**src/hdl/aux_pwr_pkg.sv**
```systemverilog
package aux_pwr_pkg;

  // apb register byte offsets
  localparam logic [7:0] ADDR_CTRL = 8'h00;
  localparam logic [7:0] ADDR_MANUAL = 8'h04;
  localparam logic [7:0] ADDR_STATUS = 8'h08;
  localparam logic [7:0] ADDR_CODES = 8'h0c;
  localparam logic [7:0] ADDR_IRQ_STS = 8'h10;
  localparam logic [7:0] ADDR_IRQ_CLR = 8'h14;
  localparam logic [7:0] ADDR_IRQ_EN = 8'h18;

  // control register fields
  localparam int CTRL_AUTO = 0;
  localparam int CTRL_FAULT_EN = 1;
  localparam int CTRL_PRES_DRV = 2;
  localparam int CTRL_APPLY = 3;
  localparam int CTRL_W = 3;
  localparam logic [CTRL_W-1:0] CTRL_RESET = 3'h0;

  // limit code {bit1, bit0}; a 1 means the line is left open
  localparam logic [1:0] CODE_600 = 2'h0; // 375 w initial, 600 w sustained
  localparam logic [1:0] CODE_450 = 2'h1; // 225 w initial, 450 w sustained
  localparam logic [1:0] CODE_300 = 2'h2; // 150 w initial, 300 w sustained
  localparam logic [1:0] CODE_150 = 2'h3; // 100 w initial, 150 w sustained
  localparam logic [1:0] CODE_RESET = CODE_150;

  // status register fields
  localparam int STS_PRESENT_LSB = 0;
  localparam int STS_PGOOD_LSB = 8;
  localparam int STS_STANDBY = 16;
  localparam int STS_COUNT_LSB = 20;
  localparam int CNT_W = 4;

  // codes register: applied codes low half, pin levels high half
  localparam int CODES_LEVEL_LSB = 16;

  // interrupt status layout
  localparam int IRQ_FAULT_LSB = 0;
  localparam int IRQ_PRES_CHG = 8;
  localparam int IRQ_APPLIED = 9;
  localparam int IRQ_W = 10;
  localparam logic [IRQ_W-1:0] IRQ_RESET = 10'h000;

endpackage

```
**src/hdl/aux_sideband_sync.sv**
```systemverilog
`timescale 1ns/10ps
module aux_sideband_sync #(
  parameter int WIDTH = 8
) (
  input wire logic clk, // system clock
  input wire logic rst_n, // asynchronous reset, active low
  input wire logic [WIDTH-1:0] async_in, // raw card lines
  output logic [WIDTH-1:0] sync_out // lines in the clock domain
);

  logic [WIDTH-1:0] meta_q;

  // two stages; first stage is read only by the second
  always_ff @(posedge clk or negedge rst_n) begin
    if (!rst_n) begin
      meta_q <= '0;
      sync_out <= '0;
    end else begin
      meta_q <= async_in;
      sync_out <= meta_q;
    end
  end
endmodule

```
**src/hdl/aux_power_sideband_manager.sv**
```systemverilog
`timescale 1ns/10ps
// Functional notes
// - limit code gives initial power: 00=375W, 01=225W, 10=150W, 11=100W.
// - same codes give sustained power: 600W, 450W, 300W, 150W.
// - code lines are only grounded or left open, never driven high.
// - code lines stay constant while the card is operating.
// - code lines are always provided, independent of optional lines.
// - low power-good on a monitored card flags a fault and response.
// - presence line low means card detected and attached.
// - supply may drive the presence line high push-pull.
// - supply may count present cards and pick codes from the count.
// - code changes happen only in standby with rails off.
// - codes are frozen from power-on request until back in standby.
// - one card 600W, two cards 300W, three or four cards 150W.
module aux_power_sideband_manager
  import aux_pwr_pkg::*;
#(
  parameter int N_PORTS = 4
) (
  input wire logic pclk, // system clock, 20 mhz
  input wire logic presetn, // asynchronous reset, active low
  input wire logic [7:0] paddr, // apb byte address
  input wire logic psel, // apb select
  input wire logic penable, // apb access phase
  input wire logic pwrite, // apb direction, high for write
  input wire logic [31:0] pwdata, // apb write data
  output logic [31:0] prdata, // apb read data
  output logic pready, // apb ready
  output logic pslverr, // apb error on unmapped address
  input wire logic supply_on_request_n, // power-on request, active low
  input wire logic main_rails_good, // main rails at full voltage
  input wire logic [N_PORTS-1:0] limit_code_bit0, // bit0 pin level
  output logic [N_PORTS-1:0] limit_code_bit0_drive, // bit0 value, always 0
  output logic [N_PORTS-1:0] limit_code_bit0_en, // bit0 grounded when high
  input wire logic [N_PORTS-1:0] limit_code_bit1, // bit1 pin level
  output logic [N_PORTS-1:0] limit_code_bit1_drive, // bit1 value, always 0
  output logic [N_PORTS-1:0] limit_code_bit1_en, // bit1 grounded when high
  input wire logic [N_PORTS-1:0] card_power_good, // card rails good
  input wire logic [N_PORTS-1:0] card_attached_n, // presence, active low
  output logic [N_PORTS-1:0] card_attached_n_drive, // push-pull value
  output logic [N_PORTS-1:0] card_attached_n_en, // push-pull enable
  output logic [N_PORTS-1:0] card_fault, // card fault per connector
  output logic irq // level interrupt
);

  logic [2*N_PORTS-1:0] sync_bus;
  logic [N_PORTS-1:0] attached_n_s;
  logic [N_PORTS-1:0] pgood_s;
  logic [CTRL_W-1:0] ctrl_q;
  logic [2*N_PORTS-1:0] manual_q;
  logic [N_PORTS-1:0] present_q;
  logic [N_PORTS-1:0] present_d;
  logic [N_PORTS-1:0] fault_d;
  logic [2*N_PORTS-1:0] target_code;
  logic [2*N_PORTS-1:0] applied_code;
  logic [1:0] alloc_code;
  logic [CNT_W-1:0] present_cnt;
  logic standby_d;
  logic standby_q;
  logic standby_prev_q;
  logic enter_standby;
  logic load_code;
  logic access;
  logic wr_en;
  logic apply_req;
  logic [IRQ_W-1:0] irq_sts_q;
  logic [IRQ_W-1:0] irq_en_q;
  logic [IRQ_W-1:0] irq_set;
  logic [IRQ_W-1:0] irq_clr;
  logic [31:0] rd_mux;
  logic rd_hit;

  // number of asserted bits, for the card count
  function automatic logic [CNT_W-1:0] count_ones(
    input logic [N_PORTS-1:0] v
  );
    logic [CNT_W-1:0] c;
    c = '0;
    for (int i = 0; i < N_PORTS; i++) begin
      c = c + CNT_W'(v[i]);
    end
    return c;
  endfunction

  // share one full-card budget among the detected cards
  function automatic logic [1:0] code_for_count(input logic [CNT_W-1:0] c);
    case (c)
      CNT_W'(1): return CODE_600;
      CNT_W'(2): return CODE_300;
      default: return CODE_150; // none or three and more
    endcase
  endfunction

  // card lines enter the clock domain here
  aux_sideband_sync #(
    .WIDTH(2 * N_PORTS)
  ) u_sync (
    .clk(pclk),
    .rst_n(presetn),
    .async_in({~card_attached_n, card_power_good}),
    .sync_out(sync_bus)
  );

  // carried inverted so the reset zero reads as no card, not a false plug
  assign attached_n_s = ~sync_bus[2*N_PORTS-1:N_PORTS];
  assign pgood_s = sync_bus[N_PORTS-1:0];

  // standby: request released and main rails down
  assign standby_d = supply_on_request_n & ~main_rails_good;

  always_ff @(posedge pclk or negedge presetn) begin
    if (!presetn) begin
      standby_q <= 1'b0;
      standby_prev_q <= 1'b0;
    end else begin
      standby_q <= standby_d;
      standby_prev_q <= standby_q;
    end
  end

  assign enter_standby = standby_q & ~standby_prev_q;

  // apb handshake terms; one wait state before every answer
  assign access = psel & penable;
  assign wr_en = access & pready & pwrite;
  assign apply_req = wr_en & (paddr == ADDR_CTRL) & pwdata[CTRL_APPLY];

  // presence is held while we drive the line ourselves, else we see our echo
  assign present_d = card_attached_n_en[0] ? present_q : ~attached_n_s;

  always_ff @(posedge pclk or negedge presetn) begin
    if (!presetn) begin
      present_q <= '0;
    end else begin
      present_q <= present_d; // low level means attached
    end
  end

  assign present_cnt = count_ones(present_q);
  assign alloc_code = code_for_count(present_cnt);

  // target code per port, automatic share or software choice
  always_comb begin
    target_code = manual_q;
    if (ctrl_q[CTRL_AUTO]) begin
      target_code = {N_PORTS{alloc_code}};
    end
  end

  // load only while still in standby: both current and registered view agree
  assign load_code = standby_q & standby_d
                     & (enter_standby | apply_req);

  // code pins: enable high grounds the line, enable low leaves it open
  always_ff @(posedge pclk or negedge presetn) begin
    if (!presetn) begin
      limit_code_bit0_en <= {N_PORTS{~CODE_RESET[0]}};
      limit_code_bit1_en <= {N_PORTS{~CODE_RESET[1]}};
    end else if (load_code) begin
      for (int i = 0; i < N_PORTS; i++) begin
        limit_code_bit0_en[i] <= ~target_code[2*i];
        limit_code_bit1_en[i] <= ~target_code[2*i+1];
      end
    end
  end

  // open-drain only; the high level comes from the card side pull-up
  always_ff @(posedge pclk or negedge presetn) begin
    if (!presetn) begin
      limit_code_bit0_drive <= '0;
      limit_code_bit1_drive <= '0;
    end else begin
      limit_code_bit0_drive <= '0;
      limit_code_bit1_drive <= '0;
    end
  end

  // applied code as read back, same layout as the manual register
  always_comb begin
    applied_code = '0;
    for (int i = 0; i < N_PORTS; i++) begin
      applied_code[2*i] = ~limit_code_bit0_en[i];
      applied_code[2*i+1] = ~limit_code_bit1_en[i];
    end
  end

  // push-pull presence drive, only outside standby (power-on request or main rails up)
  always_ff @(posedge pclk or negedge presetn) begin
    if (!presetn) begin
      card_attached_n_drive <= '0;
      card_attached_n_en <= '0;
    end else begin
      card_attached_n_drive <= '1;
      card_attached_n_en <=
        {N_PORTS{ctrl_q[CTRL_PRES_DRV] & ~standby_d}};
    end
  end

  // fault only for a present card with rails on; a missing card reads low
  assign fault_d = {N_PORTS{ctrl_q[CTRL_FAULT_EN] & ~standby_q}}
                   & present_q & ~pgood_s;

  always_ff @(posedge pclk or negedge presetn) begin
    if (!presetn) begin
      card_fault <= '0;
    end else begin
      card_fault <= fault_d;
    end
  end

  // event sources for the sticky status
  always_comb begin
    irq_set = '0;
    irq_set[IRQ_FAULT_LSB +: N_PORTS] = fault_d & ~card_fault;
    irq_set[IRQ_PRES_CHG] = |(present_d ^ present_q);
    irq_set[IRQ_APPLIED] = load_code;
  end

  assign irq_clr = (wr_en && paddr == ADDR_IRQ_CLR) ? pwdata[IRQ_W-1:0] : '0;

  // a new event wins over a clear in the same cycle
  always_ff @(posedge pclk or negedge presetn) begin
    if (!presetn) begin
      irq_sts_q <= IRQ_RESET;
    end else begin
      irq_sts_q <= (irq_sts_q & ~irq_clr) | irq_set;
    end
  end

  always_ff @(posedge pclk or negedge presetn) begin
    if (!presetn) begin
      irq <= 1'b0;
    end else begin
      irq <= |(irq_sts_q & irq_en_q);
    end
  end

  // software registers; apply bit is a strobe and is not stored
  always_ff @(posedge pclk or negedge presetn) begin
    if (!presetn) begin
      ctrl_q <= CTRL_RESET;
      manual_q <= {N_PORTS{CODE_RESET}};
      irq_en_q <= IRQ_RESET;
    end else if (wr_en) begin
      case (paddr)
        ADDR_CTRL: ctrl_q <= pwdata[CTRL_W-1:0];
        ADDR_MANUAL: manual_q <= pwdata[2*N_PORTS-1:0];
        ADDR_IRQ_EN: irq_en_q <= pwdata[IRQ_W-1:0];
        default: ;
      endcase
    end
  end

  // read mux; write-only clear reads as zero
  always_comb begin
    rd_mux = '0;
    rd_hit = 1'b1;
    case (paddr)
      ADDR_CTRL: rd_mux[CTRL_W-1:0] = ctrl_q;
      ADDR_MANUAL: rd_mux[2*N_PORTS-1:0] = manual_q;
      ADDR_STATUS: begin
        rd_mux[STS_PRESENT_LSB +: N_PORTS] = present_q;
        rd_mux[STS_PGOOD_LSB +: N_PORTS] = pgood_s;
        rd_mux[STS_STANDBY] = standby_q;
        rd_mux[STS_COUNT_LSB +: CNT_W] = present_cnt;
      end
      ADDR_CODES: begin
        rd_mux[2*N_PORTS-1:0] = applied_code;
        for (int i = 0; i < N_PORTS; i++) begin
          rd_mux[CODES_LEVEL_LSB+2*i] = limit_code_bit0[i];
          rd_mux[CODES_LEVEL_LSB+2*i+1] = limit_code_bit1[i];
        end
      end
      ADDR_IRQ_STS: rd_mux[IRQ_W-1:0] = irq_sts_q;
      ADDR_IRQ_CLR: rd_mux = '0;
      ADDR_IRQ_EN: rd_mux[IRQ_W-1:0] = irq_en_q;
      default: rd_hit = 1'b0;
    endcase
  end

  // answer in the second access cycle, all answer signals registered
  always_ff @(posedge pclk or negedge presetn) begin
    if (!presetn) begin
      pready <= 1'b0;
      prdata <= '0;
      pslverr <= 1'b0;
    end else if (access && !pready) begin
      pready <= 1'b1;
      prdata <= pwrite ? 32'h0000_0000 : rd_mux;
      pslverr <= ~rd_hit;
    end else begin
      pready <= 1'b0;
      prdata <= '0;
      pslverr <= 1'b0;
    end
  end
endmodule

```
**config.mk**
```make
export PLATFORM = sky130hd
export DESIGN_NAME = aux_power_sideband_manager
export DESIGN_NICKNAME = d
export VERILOG_FILES = /design/src/hdl/aux_pwr_pkg.sv /design/src/hdl/aux_sideband_sync.sv /design/src/hdl/aux_power_sideband_manager.sv
export SDC_FILE = /design/constraint.sdc
export NUM_CORES = 1
export LEC_CHECK = 0
export ABC_AREA = 1
export BUFFER_PORTS_ARGS = -buffer_cell sky130_fd_sc_hd__buf_2
export CORE_ASPECT_RATIO = 0.6
export CORE_MARGIN = 4
export CORE_UTILIZATION = 50
export DETAILED_ROUTE_END_ITERATION = 12
export HOLD_SLACK_MARGIN = 0.05
export PLACE_DENSITY = 0.8
export SLEW_MARGIN = 20
export SYNTH_ARGS = -nofsm -noshare
export SYNTH_HDL_FRONTEND = slang
export SYNTH_SLANG_ARGS = --single-unit
export TNS_END_PERCENT = 10
```
**constraint.sdc**
```tcl
create_clock -name pclk -period 2.8 [get_ports pclk]
set_clock_uncertainty 0.1 [all_clocks]
set_input_delay 0.14 -clock pclk [delete_from_list [all_inputs] [get_ports pclk]]
set_output_delay 0.14 -clock pclk [all_outputs]
set_load 0.03 [all_outputs]
```
==> metrics, run 1 <==
EDFF count, synth 0; vias in the first global route 3359; Pre-Repair DR Iteration Count 5; Syn Inst Count 469; routed wire length 10140 um; first-pass GRT wire length 16970 um; min cycle time layout 2289 ps; post-synthesis simple-gate area fraction between 20 and 25%; DP HPWL 7335 um; synthesis-stage register bit count 90; Max-Cap Viols 0; outcome finished clean; H-tree levels 3; initial detailed-routing violation count 341; leak pwr 2.618 nW; Final TNS setup 0 ps; Core Rows 25; area grow syn2layout 25.15%; Hold Path Stages 3; ranking of synthesized cells by area dfrtp_1, nand2_1, nand3_1; asr flop ratio synth 100.0%; Ys Warns 0; post-DR wirelength/cell 14.60 um; Antenna Nets Post-Route 0; Worst Setup End Kind flop; slew at the pin closest to its max-slew limit 782.2 ps; Critical Path Source Type flop; sequential area share after synthesis 54.59%; gr ovfl total 0; top cell type's share of synthesized area 49.52%; gr usage total between 20 and 25%; hold_ws ~68 ps; crit-path max FO 8; routed vias/inst 5.017; layout cells sized above 1 22.66%; clk sinks 90; worst slack, placed 572.9 ps; Nets between 600 and 700; pwr dens 574.1 mW/mm^2; Initial Util approximately 52%; Inst Count DP 646; Chip Height 78.52 um; largest net degree at the start of global routing 91; mux contribution to synthesized area 0%; unrepaired setup endpoints after global routing false; Final Wtd Congestion 0.8868; count leader, synth nand2_1; Final Hold Fails 0; clk buf depth 2; CTS Root Buffer Type clkbuf_16; Hold WC Path Type primary input to flop; Mapped Area 0.004144 mm^2; Ports between 100 and 150; dominant synthesized flop cell dfrtp_1; data arrival time of the critical path between 2000 and 2500 ps; n_diodes 0; cts bufs inserted 9; chip width about 130 um; Unique masters post-synth 33; CP required 2970 ps; Final setup viols 0; antenna violations before repair 0; Clock transition at path regs 60 ps; CTS tree yes; period utilization 81.74%; # port buffers 83; reg2reg setup slack 510 ps; Synth Area in Compound Gates 8.273%; CP Class flop to flop; largest family of logic cells by synthesized area simple AND/OR/NAND/NOR gates; Fmax 436.9 MHz; Final Max Tran Viols 0; Pwr Total 2.978 mW; Die ar. just under 0.01 mm^2; post_cts resized 0; Slew HR 47.85%; post-synth top area cell dfrtp_1; vias post-DR 3487; post-synthesis adder-cell area fraction ~1.1%; Synth top cells by count nand2_1, dfrtp_1, inv_1; CORE AREA 0.007976 mm^2; filler cell count 690; multi-input logic area 0.001501 mm^2; mean post-synth cell area 8.836 um^2; reg2reg path depth 8; worst setup margin roughly 510 ps; Non-Filler Instances slightly below 700; largest vdd supply drop between 0.3 and 0.4 mV; DRC violations left 0; Reg area 0.002262 mm^2; Clk Latency, worst-skew pair between 300 and 400 ps; Synth Area in XOR/XNOR 0%
[layer usage]
metal / part of all wire [%] / GRT usage [%] / up-vias
met2: 42 / 30.81 / 158
met3: 11 / 8.498 / 8
met4: 0.85 / 4.221 / 0
met5: 0 / 0 / -
met1: 46 / 32.99 / 1642
li1: - / - / 1679
[power by group]
| group | switching, mW | internal [mW] | leakage (nW) |
|---|---|---|---|
| clock network | 0.459 | 0.789 | 0.156 |
| logic | 0.238 | 0.107 | 1.36 |
| registers | 0.0349 | 1.35 | 1.10 |
| total | 0.732 | 2.25 | 2.62 |
[logic make-up (layout without fill, tap and decap cells)]
family / count (synthesis) / after routing
AND/OR/NAND/NOR: 226 / 226
flip-flops: 90 / 90
buffers and inverters: 89 / 188
AO/OA/AOI/OAI: 59 / 59
adder cells (fa/ha/maj): 3 / 3
other: 2 / 21
[path summary, 6_finish.rpt]
path                                              end        startpoint
worst max-delay path            limit_code_bit0_en[1]      present_q[0]
worst min-delay path                           pready           penable
worst max register to register  limit_code_bit0_en[1]      present_q[0]
worst min register to register     u_sync.sync_out[5]  u_sync.meta_q[5]
max in group asynchronous               card_fault[3]           presetn
min in group asynchronous                   prdata[1]           presetn
[repair_timing]
item | in CTS | in global routing
hold buffers | 33 | 0
setup buffers | 0 | 0
endpoints found under the hold margin | 127 | 0
[cells in the final DEF (no fill, tap or decap), types with 2 or more instances in the layout]
cell | Yosys | layout
o211ai_1 | 4 | 4
nand3_1 | 49 | 49
buf_2 | 4 | 82
clkbuf_8 | 0 | 4
nand2_4 | 3 | 3
nor2_4 | 5 | 5
buf_4 | 28 | 2
dfrtp_1 | 82 | 82
nor3_1 | 10 | 10
a21boi_0 | 2 | 2
nor2_2 | 2 | 2
inv_2 | 2 | 2
nand4_1 | 2 | 2
clkbuf_1 | 2 | 2
dlygate4sd3_1 | 0 | 33
clkbuf_16 | 0 | 9
nand2_2 | 3 | 3
conb_1 | 2 | 21
ha_1 | 2 | 2
a21oi_1 | 16 | 16
nor2_1 | 43 | 43
o21ai_0 | 18 | 18
dfstp_2 | 8 | 8
inv_1 | 52 | 52
o21ai_2 | 8 | 8
o21ai_1 | 9 | 9
nand2_1 | 103 | 103
o22ai_1 | 2 | 2
[per-stage QoR]
stage	util (%)	instance area, um^2
finish	65.02	5186
global route	65.02	5186
detailed placement	56.85	4534
global placement	56.85	4534
CTS	64.97	5182
floorplan	-	4215
[worst max-delay path, cell delays in order, from the launching register on]
cell and delay [ps]:
dfrtp_1 410, fa_1 490, ha_1 200, ha_1 310, nor2_1 120, nand3_1 210
o211ai_1 170, nand3_1 90, nand2_1 120
[area by class of cell]
| type | instances | share of cell area (%) |
|---|---|---|
| inverter | 54 | 3.908 |
| clock buffer | 15 | 5.549 |
| tap | 108 | 2.606 |
| multi-input combinational | 309 | 28.95 |
| timing repair buffer | 118 | 14.79 |
| sequential | 90 | 43.62 |
| clock inverter | 1 | 0.5790 |
[sequential cells by signal (all words and copies together), names as in the netlist, 3 cells and up]
| name | count |
|---|---|
| card_fault | 4 |
| ctrl_q | 3 |
| irq_en_q | 10 |
| irq_sts_q | 10 |
| limit_code_bit0_en | 4 |
| limit_code_bit1_en | 4 |
| manual_q | 8 |
| prdata | 20 |
| present_q | 4 |
| u_sync.meta_q | 8 |
| u_sync.sync_out | 8 |
(Power assumes the default switching activity.)
==> run 2: changes to the inputs <==
--- a/config.mk
+++ b/config.mk
@@ -5,14 +5,14 @@
 export SDC_FILE = /design/constraint.sdc
 export NUM_CORES = 1
 export LEC_CHECK = 0
-export ABC_AREA = 1
+export ABC_AREA = 0
 export BUFFER_PORTS_ARGS = -buffer_cell sky130_fd_sc_hd__buf_2
 export CORE_ASPECT_RATIO = 0.6
 export CORE_MARGIN = 4
-export CORE_UTILIZATION = 50
+export CORE_UTILIZATION = 46
 export DETAILED_ROUTE_END_ITERATION = 12
 export HOLD_SLACK_MARGIN = 0.05
-export PLACE_DENSITY = 0.8
+export PLACE_DENSITY = 0.78
 export SLEW_MARGIN = 20
 export SYNTH_ARGS = -nofsm -noshare
 export SYNTH_HDL_FRONTEND = slang
==> constraint.sdc (replaced) <==
create_clock -name pclk -period 2 [get_ports pclk]
set_clock_uncertainty 0.1 [all_clocks]
set_input_delay 0.1 -clock pclk [delete_from_list [all_inputs] [get_ports pclk]]
set_output_delay 0.1 -clock pclk [all_outputs]
set_load 0.03 [all_outputs]
==> run 2 against run 1 <==
  * The run now ends with negative setup slack left
  * Synthesized cell count shrank 33%
  * Critical path depth shrank 2
  * First-iteration DRC count fell by 39%
  * Total power grew 34%
  * Via count is 20% lower
  * Clock-buffer cell count is the same
  * Critical endpoint is now limit_code_bit1_en[0]
  * Highest routed layer unchanged
==> metrics, run 2 <==
Clk Latency, worst-skew pair approximately 340 ps; Chip Height 80.06 um; Hold Path End card_attached_n_en[0]; Synth top cells by count dfrtp_1, mux2_2, buf_4; CORE AREA about 0.008 mm^2; EDFF count, synth 0; Slew HR 63.92%; Die ar. between 0.01 and 0.015 mm^2; Final Max Tran Viols 0; CP Class flop to flop; post-DR wirelength/cell 17.70 um; mux contribution to synthesized area around 15%; period utilization 115.5%; slew at the pin closest to its max-slew limit ~540 ps; Clock transition at path regs 60 ps; top flop regs prdata: 20 flops, irq_en_q: 10 flops, irq_sts_q: 10 flops; CP required 2180 ps; layout cells sized above 1 40.53%; gr ovfl total 0; Antenna Nets Post-Route 0; Ys Warns 0; Synth Area in Compound Gates 7.260%; count leader, synth dfrtp_1; Core Rows 25; Initial Util 48.95%; # port buffers 83; area grow syn2layout 30.33%; CP Cell Sequence fa_1, ha_2, ha_4, or4bb_4, o21ai_1, mux2_2; largest net degree at the start of global routing 42; Buf+Inv Stages, Crit Path 0; reg2reg path depth 6; chip width ~130 um; Ports 126; leak pwr 2.488 nW; r2r endpoint limit_code_bit1_en[0]; antenna violations before repair 0; top cell type's share of synthesized area roughly half; commonest non-fill, non-tap cells in the layout dfrtp_1, buf_2, mux2_2, dlygate4sd3_1, buf_4; Hold Path Stages 3; synthesis-stage register bit count 90; CTS Root Buffer Type clkbuf_16; Crit path largest cell delay 550 ps; violated checks negative setup slack; largest vdd supply drop 0.4837 mV; Pre-Repair DR Iteration Count 4; sequential area share after synthesis 56.82%; gr usage total 20.42%; Final Hold Fails 0; largest family of logic cells by synthesized area multiplexers; asr flop ratio synth 100.0%; Fmax 433.0 MHz; data arrival time of the critical path 2490 ps; mean post-synth cell area 12.76 um^2; Final Wtd Congestion roughly 0.86; Critical Path Stages 6; worst setup margin -309.6 ps; CTS tree yes; routed wire length slightly below 10000 um; vias post-DR ~2800; DRC violations left 0; Nets 510; clk sinks 90; Max-Cap Viols 0; initial detailed-routing violation count 207; clk buf depth 2; vias in the first global route 2859; pwr dens 768.8 mW/mm^2; Final TNS setup -2033 ps; n_diodes 0; unrepaired setup endpoints after global routing true; post-synthesis simple-gate area fraction between 10 and 15%; Finished Core Util 63.80%; cts bufs inserted 9; Critical Path Source Type flop; Unique masters post-synth 48; crit-path max FO 4; Top delay family on crit path adder cells; reg2reg setup slack -310 ps; H-tree levels 3; first-pass GRT wire length 15550 um; Final setup viols 8; min cycle time layout 2310 ps; post-synthesis adder-cell area fraction approximately 1.1%; ranking of synthesized cells by area dfrtp_1, mux2_2, dfstp_2; Worst Setup End Kind flop; Reg with most FFs prdata; Mapped Area 0.003981 mm^2; post-synth top area cell dfrtp_1; max reg flops 20; outcome finished, violations left; DP HPWL 7405 um; Synth Area in XOR/XNOR approximately 1.1%; CP max stage cell or4bb_4; dominant synthesized flop cell dfrtp_1; FF-to-FF Start present_q[0]; routed vias/inst 5.029; hold_sp supply_on_request_n; Syn Inst Count 312; Hold WC Path Type primary input to flop
## run 2: cell types whose count changed after synthesis, moves of 6 or more
cell	previous run	this run
nand3_1	49	2
mux2i_1	0	12
nor2_1	43	13
nand2_1	103	11
clkbuf_1	2	8
a21oi_1	16	3
o21ai_1	9	0
o21ai_2	8	0
mux2_2	0	36
o21ai_0	18	4
inv_1	52	17
nor2b_1	0	7
a22oi_1	0	9
## run 2: how the worst max path moves through the flow
stage	slack (ps)	to	start
6_report	-310	limit_code_bit1_en[0]	present_q[0]
2_1_floorplan	-220	limit_code_bit1_en[0]	present_q[0]
3_3_place_gp	-270	limit_code_bit1_en[3]	present_q[0]
4_1_cts	-310	limit_code_bit1_en[0]	present_q[0]
5_1_grt	-370	limit_code_bit1_en[0]	present_q[0]
3_5_place_dp	-340	limit_code_bit1_en[2]	present_q[0]
## run 2: cell type report
| class | instances | area [um^2] |
|---|---|---|
| clock inverters | 1 | 7.507 |
| well taps | 108 | 135.1 |
| repair buffers | 138 | 925.9 |
| clock buffers | 15 | 277.8 |
| fillers | 644 | 2944 |
| inverters | 17 | 63.81 |
| multi-input cells | 188 | 1516 |
| flip-flops and latches | 90 | 2262 |
## run 2: cell families after synthesis
logic type                 Yosys count
adders and majority gates            3
other                                2
and+or+nand+nor                     71
muxes                               51
xor gates and xnor gates             5
buffers and inverters               53
AOI/OAI and AO/OA                   37
DFF                                 90
## run 2: worst reg2reg max path, cell delays in order, from the launching register on
cell and delay, ps:
dfrtp_1 400, fa_1 540, ha_2 190, ha_4 210, or4bb_4 550, o21ai_1 110, mux2_2 160
## run 2: where the power goes
group | internal [mW] | switching (mW) | leakage (nW)
Clock | 0.945 | 0.650 | 0.136
Sequential | 1.87 | 0.0383 | 1.13
Combinational | 0.203 | 0.281 | 1.22
## run 2: stage by stage
stage                     area [um^2]  hold WS (ps)  cells  worst slack [ps]  total power, mW
after detailed placement         4554         22.07    508            -343.0            2.370
after global routing             5189         121.6    557            -372.9            4.147
final                            5189         92.13    557            -309.6            3.989
after floorplan                  4065        -295.6    331            -218.6            2.209
after CTS                        5184         80.70    557            -306.6            4.027
after global placement           4554         19.00    508            -274.3            2.357
## run 2: repair_timing
item	in CTS	in global routing
endpoints found under the hold margin	89	0
hold buffers	33	0
pin swaps	2	0
setup buffers	0	0
setup endpoints to repair	8	9
gates resized for setup	7	1
## run 2: layer usage
layer / vias to the layer above / part of all wire [%] / global-route usage, %
met1: 1375 / 46 / 28.68
met5: - / 0 / 0
met4: 0 / 1.3 / 6.356
li1: 1302 / - / -
met2: 113 / 43 / 29.65
met3: 11 / 9.5 / 7.375
==> run 3: changes to the inputs <==
--- a/config.mk
+++ b/config.mk
@@ -8,7 +8,7 @@
 export ABC_AREA = 0
 export BUFFER_PORTS_ARGS = -buffer_cell sky130_fd_sc_hd__buf_2
 export CORE_ASPECT_RATIO = 0.6
-export CORE_MARGIN = 4
+export CORE_MARGIN = 8
 export CORE_UTILIZATION = 46
 export DETAILED_ROUTE_END_ITERATION = 12
 export HOLD_SLACK_MARGIN = 0.05
==> run 3 against run 2 <==
  * The flow still finishes with violations (negative setup slack)
  * Register-to-register slack got worse by 30 ps
  * Core utilization decreased by 1.8 points
  * Total power increased by 2.7%
  * Clock power increased by 7%
  * Maximum frequency decreased by 1.4%
  * Flip-flop and latch count unchanged
  * Clock-buffer cell count decreased by 3
  * Non-clock buffer count increased by 4
  * Final cell count increased by 1.4%
  * Combinational power about the same
  * Critical path depth unchanged
  * Critical path type unchanged
==> metrics, run 3 (synthesis results as in run 2) <==
clk sinks 90; clk buf depth 2; routed wire length approximately 10000 um; Slew HR about 64%; Placed Area 0.004577 mm^2; DRC violations left 0; Chip Height 88.06 um; vias in the first global route 2966; H-tree levels 3; chip width 136.1 um; area grow syn2layout 31.68%; Internal 3.111 mW; part of the power in combinational logic 11.8%; violated checks negative setup slack; Worst Setup End Kind flop; Seq pwr share 46.7%; Ports 126; Nets between 500 and 600; Clock transition at path regs 60 ps; CP Cell Sequence fa_1, ha_2, ha_4, or4bb_4, o21ai_1, mux2_2; Crit path largest cell delay between 500 and 600 ps; Final Max Tran Viols 0; CP Class flop to flop; cts bufs inserted 9; period utilization 117.2%; gr ovfl total 0; crit-path max FO 4; antenna violations before repair 0; DP HPWL 7768 um; Die ar. 0.01199 mm^2; worst slack, placed -378.4 ps; Max-Cap Viols 0; n_diodes 0; Final Wtd Congestion 0.8571; max reg flops 20; CTS tree yes; Final setup viols 8; post-DR wirelength/cell about 18 um; Net Sw Frac between 20 and 25%; Final Hold Fails 0; net switching power of the design 0.9857 mW; Hold WC Path Type primary input to flop; Fmax roughly 430 MHz; leak pwr roughly 2.5 nW; data arrival time of the critical path 2530 ps; Non-Filler Instances 565; CORE AREA 0.008458 mm^2; Initial Util a little under half; CP max stage cell or4bb_4; layout cells sized above 1 41.72%; Pre-Repair DR Iteration Count 4; largest net degree at the start of global routing between 40 and 50; # port buffers 83; top flop regs prdata: 20 flops, irq_en_q: 10 flops, irq_sts_q: 10 flops; Inst Count DP 516; commonest non-fill, non-tap cells in the layout dfrtp_1, buf_2, mux2_2, dlygate4sd3_1, buf_4; hold_sp paddr[4]; Antenna Nets Post-Route 0; CP required 2190 ps; hold_ws 122.8 ps; Critical Path Source Type flop; initial detailed-routing violation count 219; Design Area, Final 0.005243 mm^2; min cycle time layout 2343 ps; worst setup path startpoint present_q[3]; Core Rows 26; gr usage total 17.92%; Post-CTS Setup Inserts 0; vias post-DR around 2900; largest vdd supply drop 0.5941 mV; Clock Power Share 41.6%; unrepaired setup endpoints after global routing true; outcome finished, violations left; first-pass GRT wire length 16080 um; CTS Root Buffer Type clkbuf_16; slew at the pin closest to its max-slew limit 535.8 ps; pwr dens 781.4 mW/mm^2; FF-to-FF Start present_q[3]; Clk Latency, worst-skew pair 340 ps; worst setup margin -343.3 ps; Reg with most FFs prdata; Pwr Total 4.097 mW; routed vias/inst 5.088
[run 3: power groups by stage]
stage / sequential (mW) / clock, mW / combinational, mW
final: 1.91 / 1.70 / 0.483
after detailed placement: 1.94 / 0 / 0.426
after floorplan: 1.98 / 0 / 0.230
after global placement: 1.94 / 0 / 0.416
after global routing: 1.92 / 1.82 / 0.522
after CTS: 1.91 / 1.75 / 0.482
[run 3: per-stage QoR]
stage | setup TNS, ps | util, %
finish | -1967 | 61.98
global route | -2499 | 61.98
CTS | -2041 | 61.80
detailed placement | -2530 | 54.11
global placement | -1885 | 54.11
floorplan | -1389 | -
[run 3: final timing paths]
check,slack (ps),to,cells after the start
max in group asynchronous,960,manual_q[1],3
setup reg to reg,-340,limit_code_bit1_en[2],6
min in group asynchronous,190,prdata[10],2
hold / removal,120,prdata[11],3
hold reg to reg,250,u_sync.sync_out[3],0
setup / recovery,-340,limit_code_bit1_en[2],6
[run 3: what timing repair did]
item,in CTS,in global routing
pin swaps,3,3
setup endpoints to repair,8,8
hold buffers,33,0
endpoints found under the hold margin,89,0
gates resized for setup,6,6
[run 3: layout make-up]
class,count,area [um^2]
Clock inverter,4,50.05
Clock buffer,12,256.5
Sequential cell,90,2262
Timing Repair Buffer,142,943.4
Tap cell,112,140.1
Multi-Input combinational cell,188,1526
Fill cell,690,3216
Inverter,17,63.81
[run 3: layer usage]
metal	vias up	GRT usage, %	wire length, um
li1	1314	-	-
met1	1436	23.49	4614
met2	114	26.67	4595
met3	11	7.045	1020
met4	0	5.847	126
met5	-	0	0
[run 3: worst max-delay path, delay by kind of cell, from the launching register on]
family,cells,cell delay (ps)
and+or+nand+nor,1,590
muxes,1,150
AOI/OAI and AO/OA,1,100
adders and majority gates,3,930
DFF,1,400
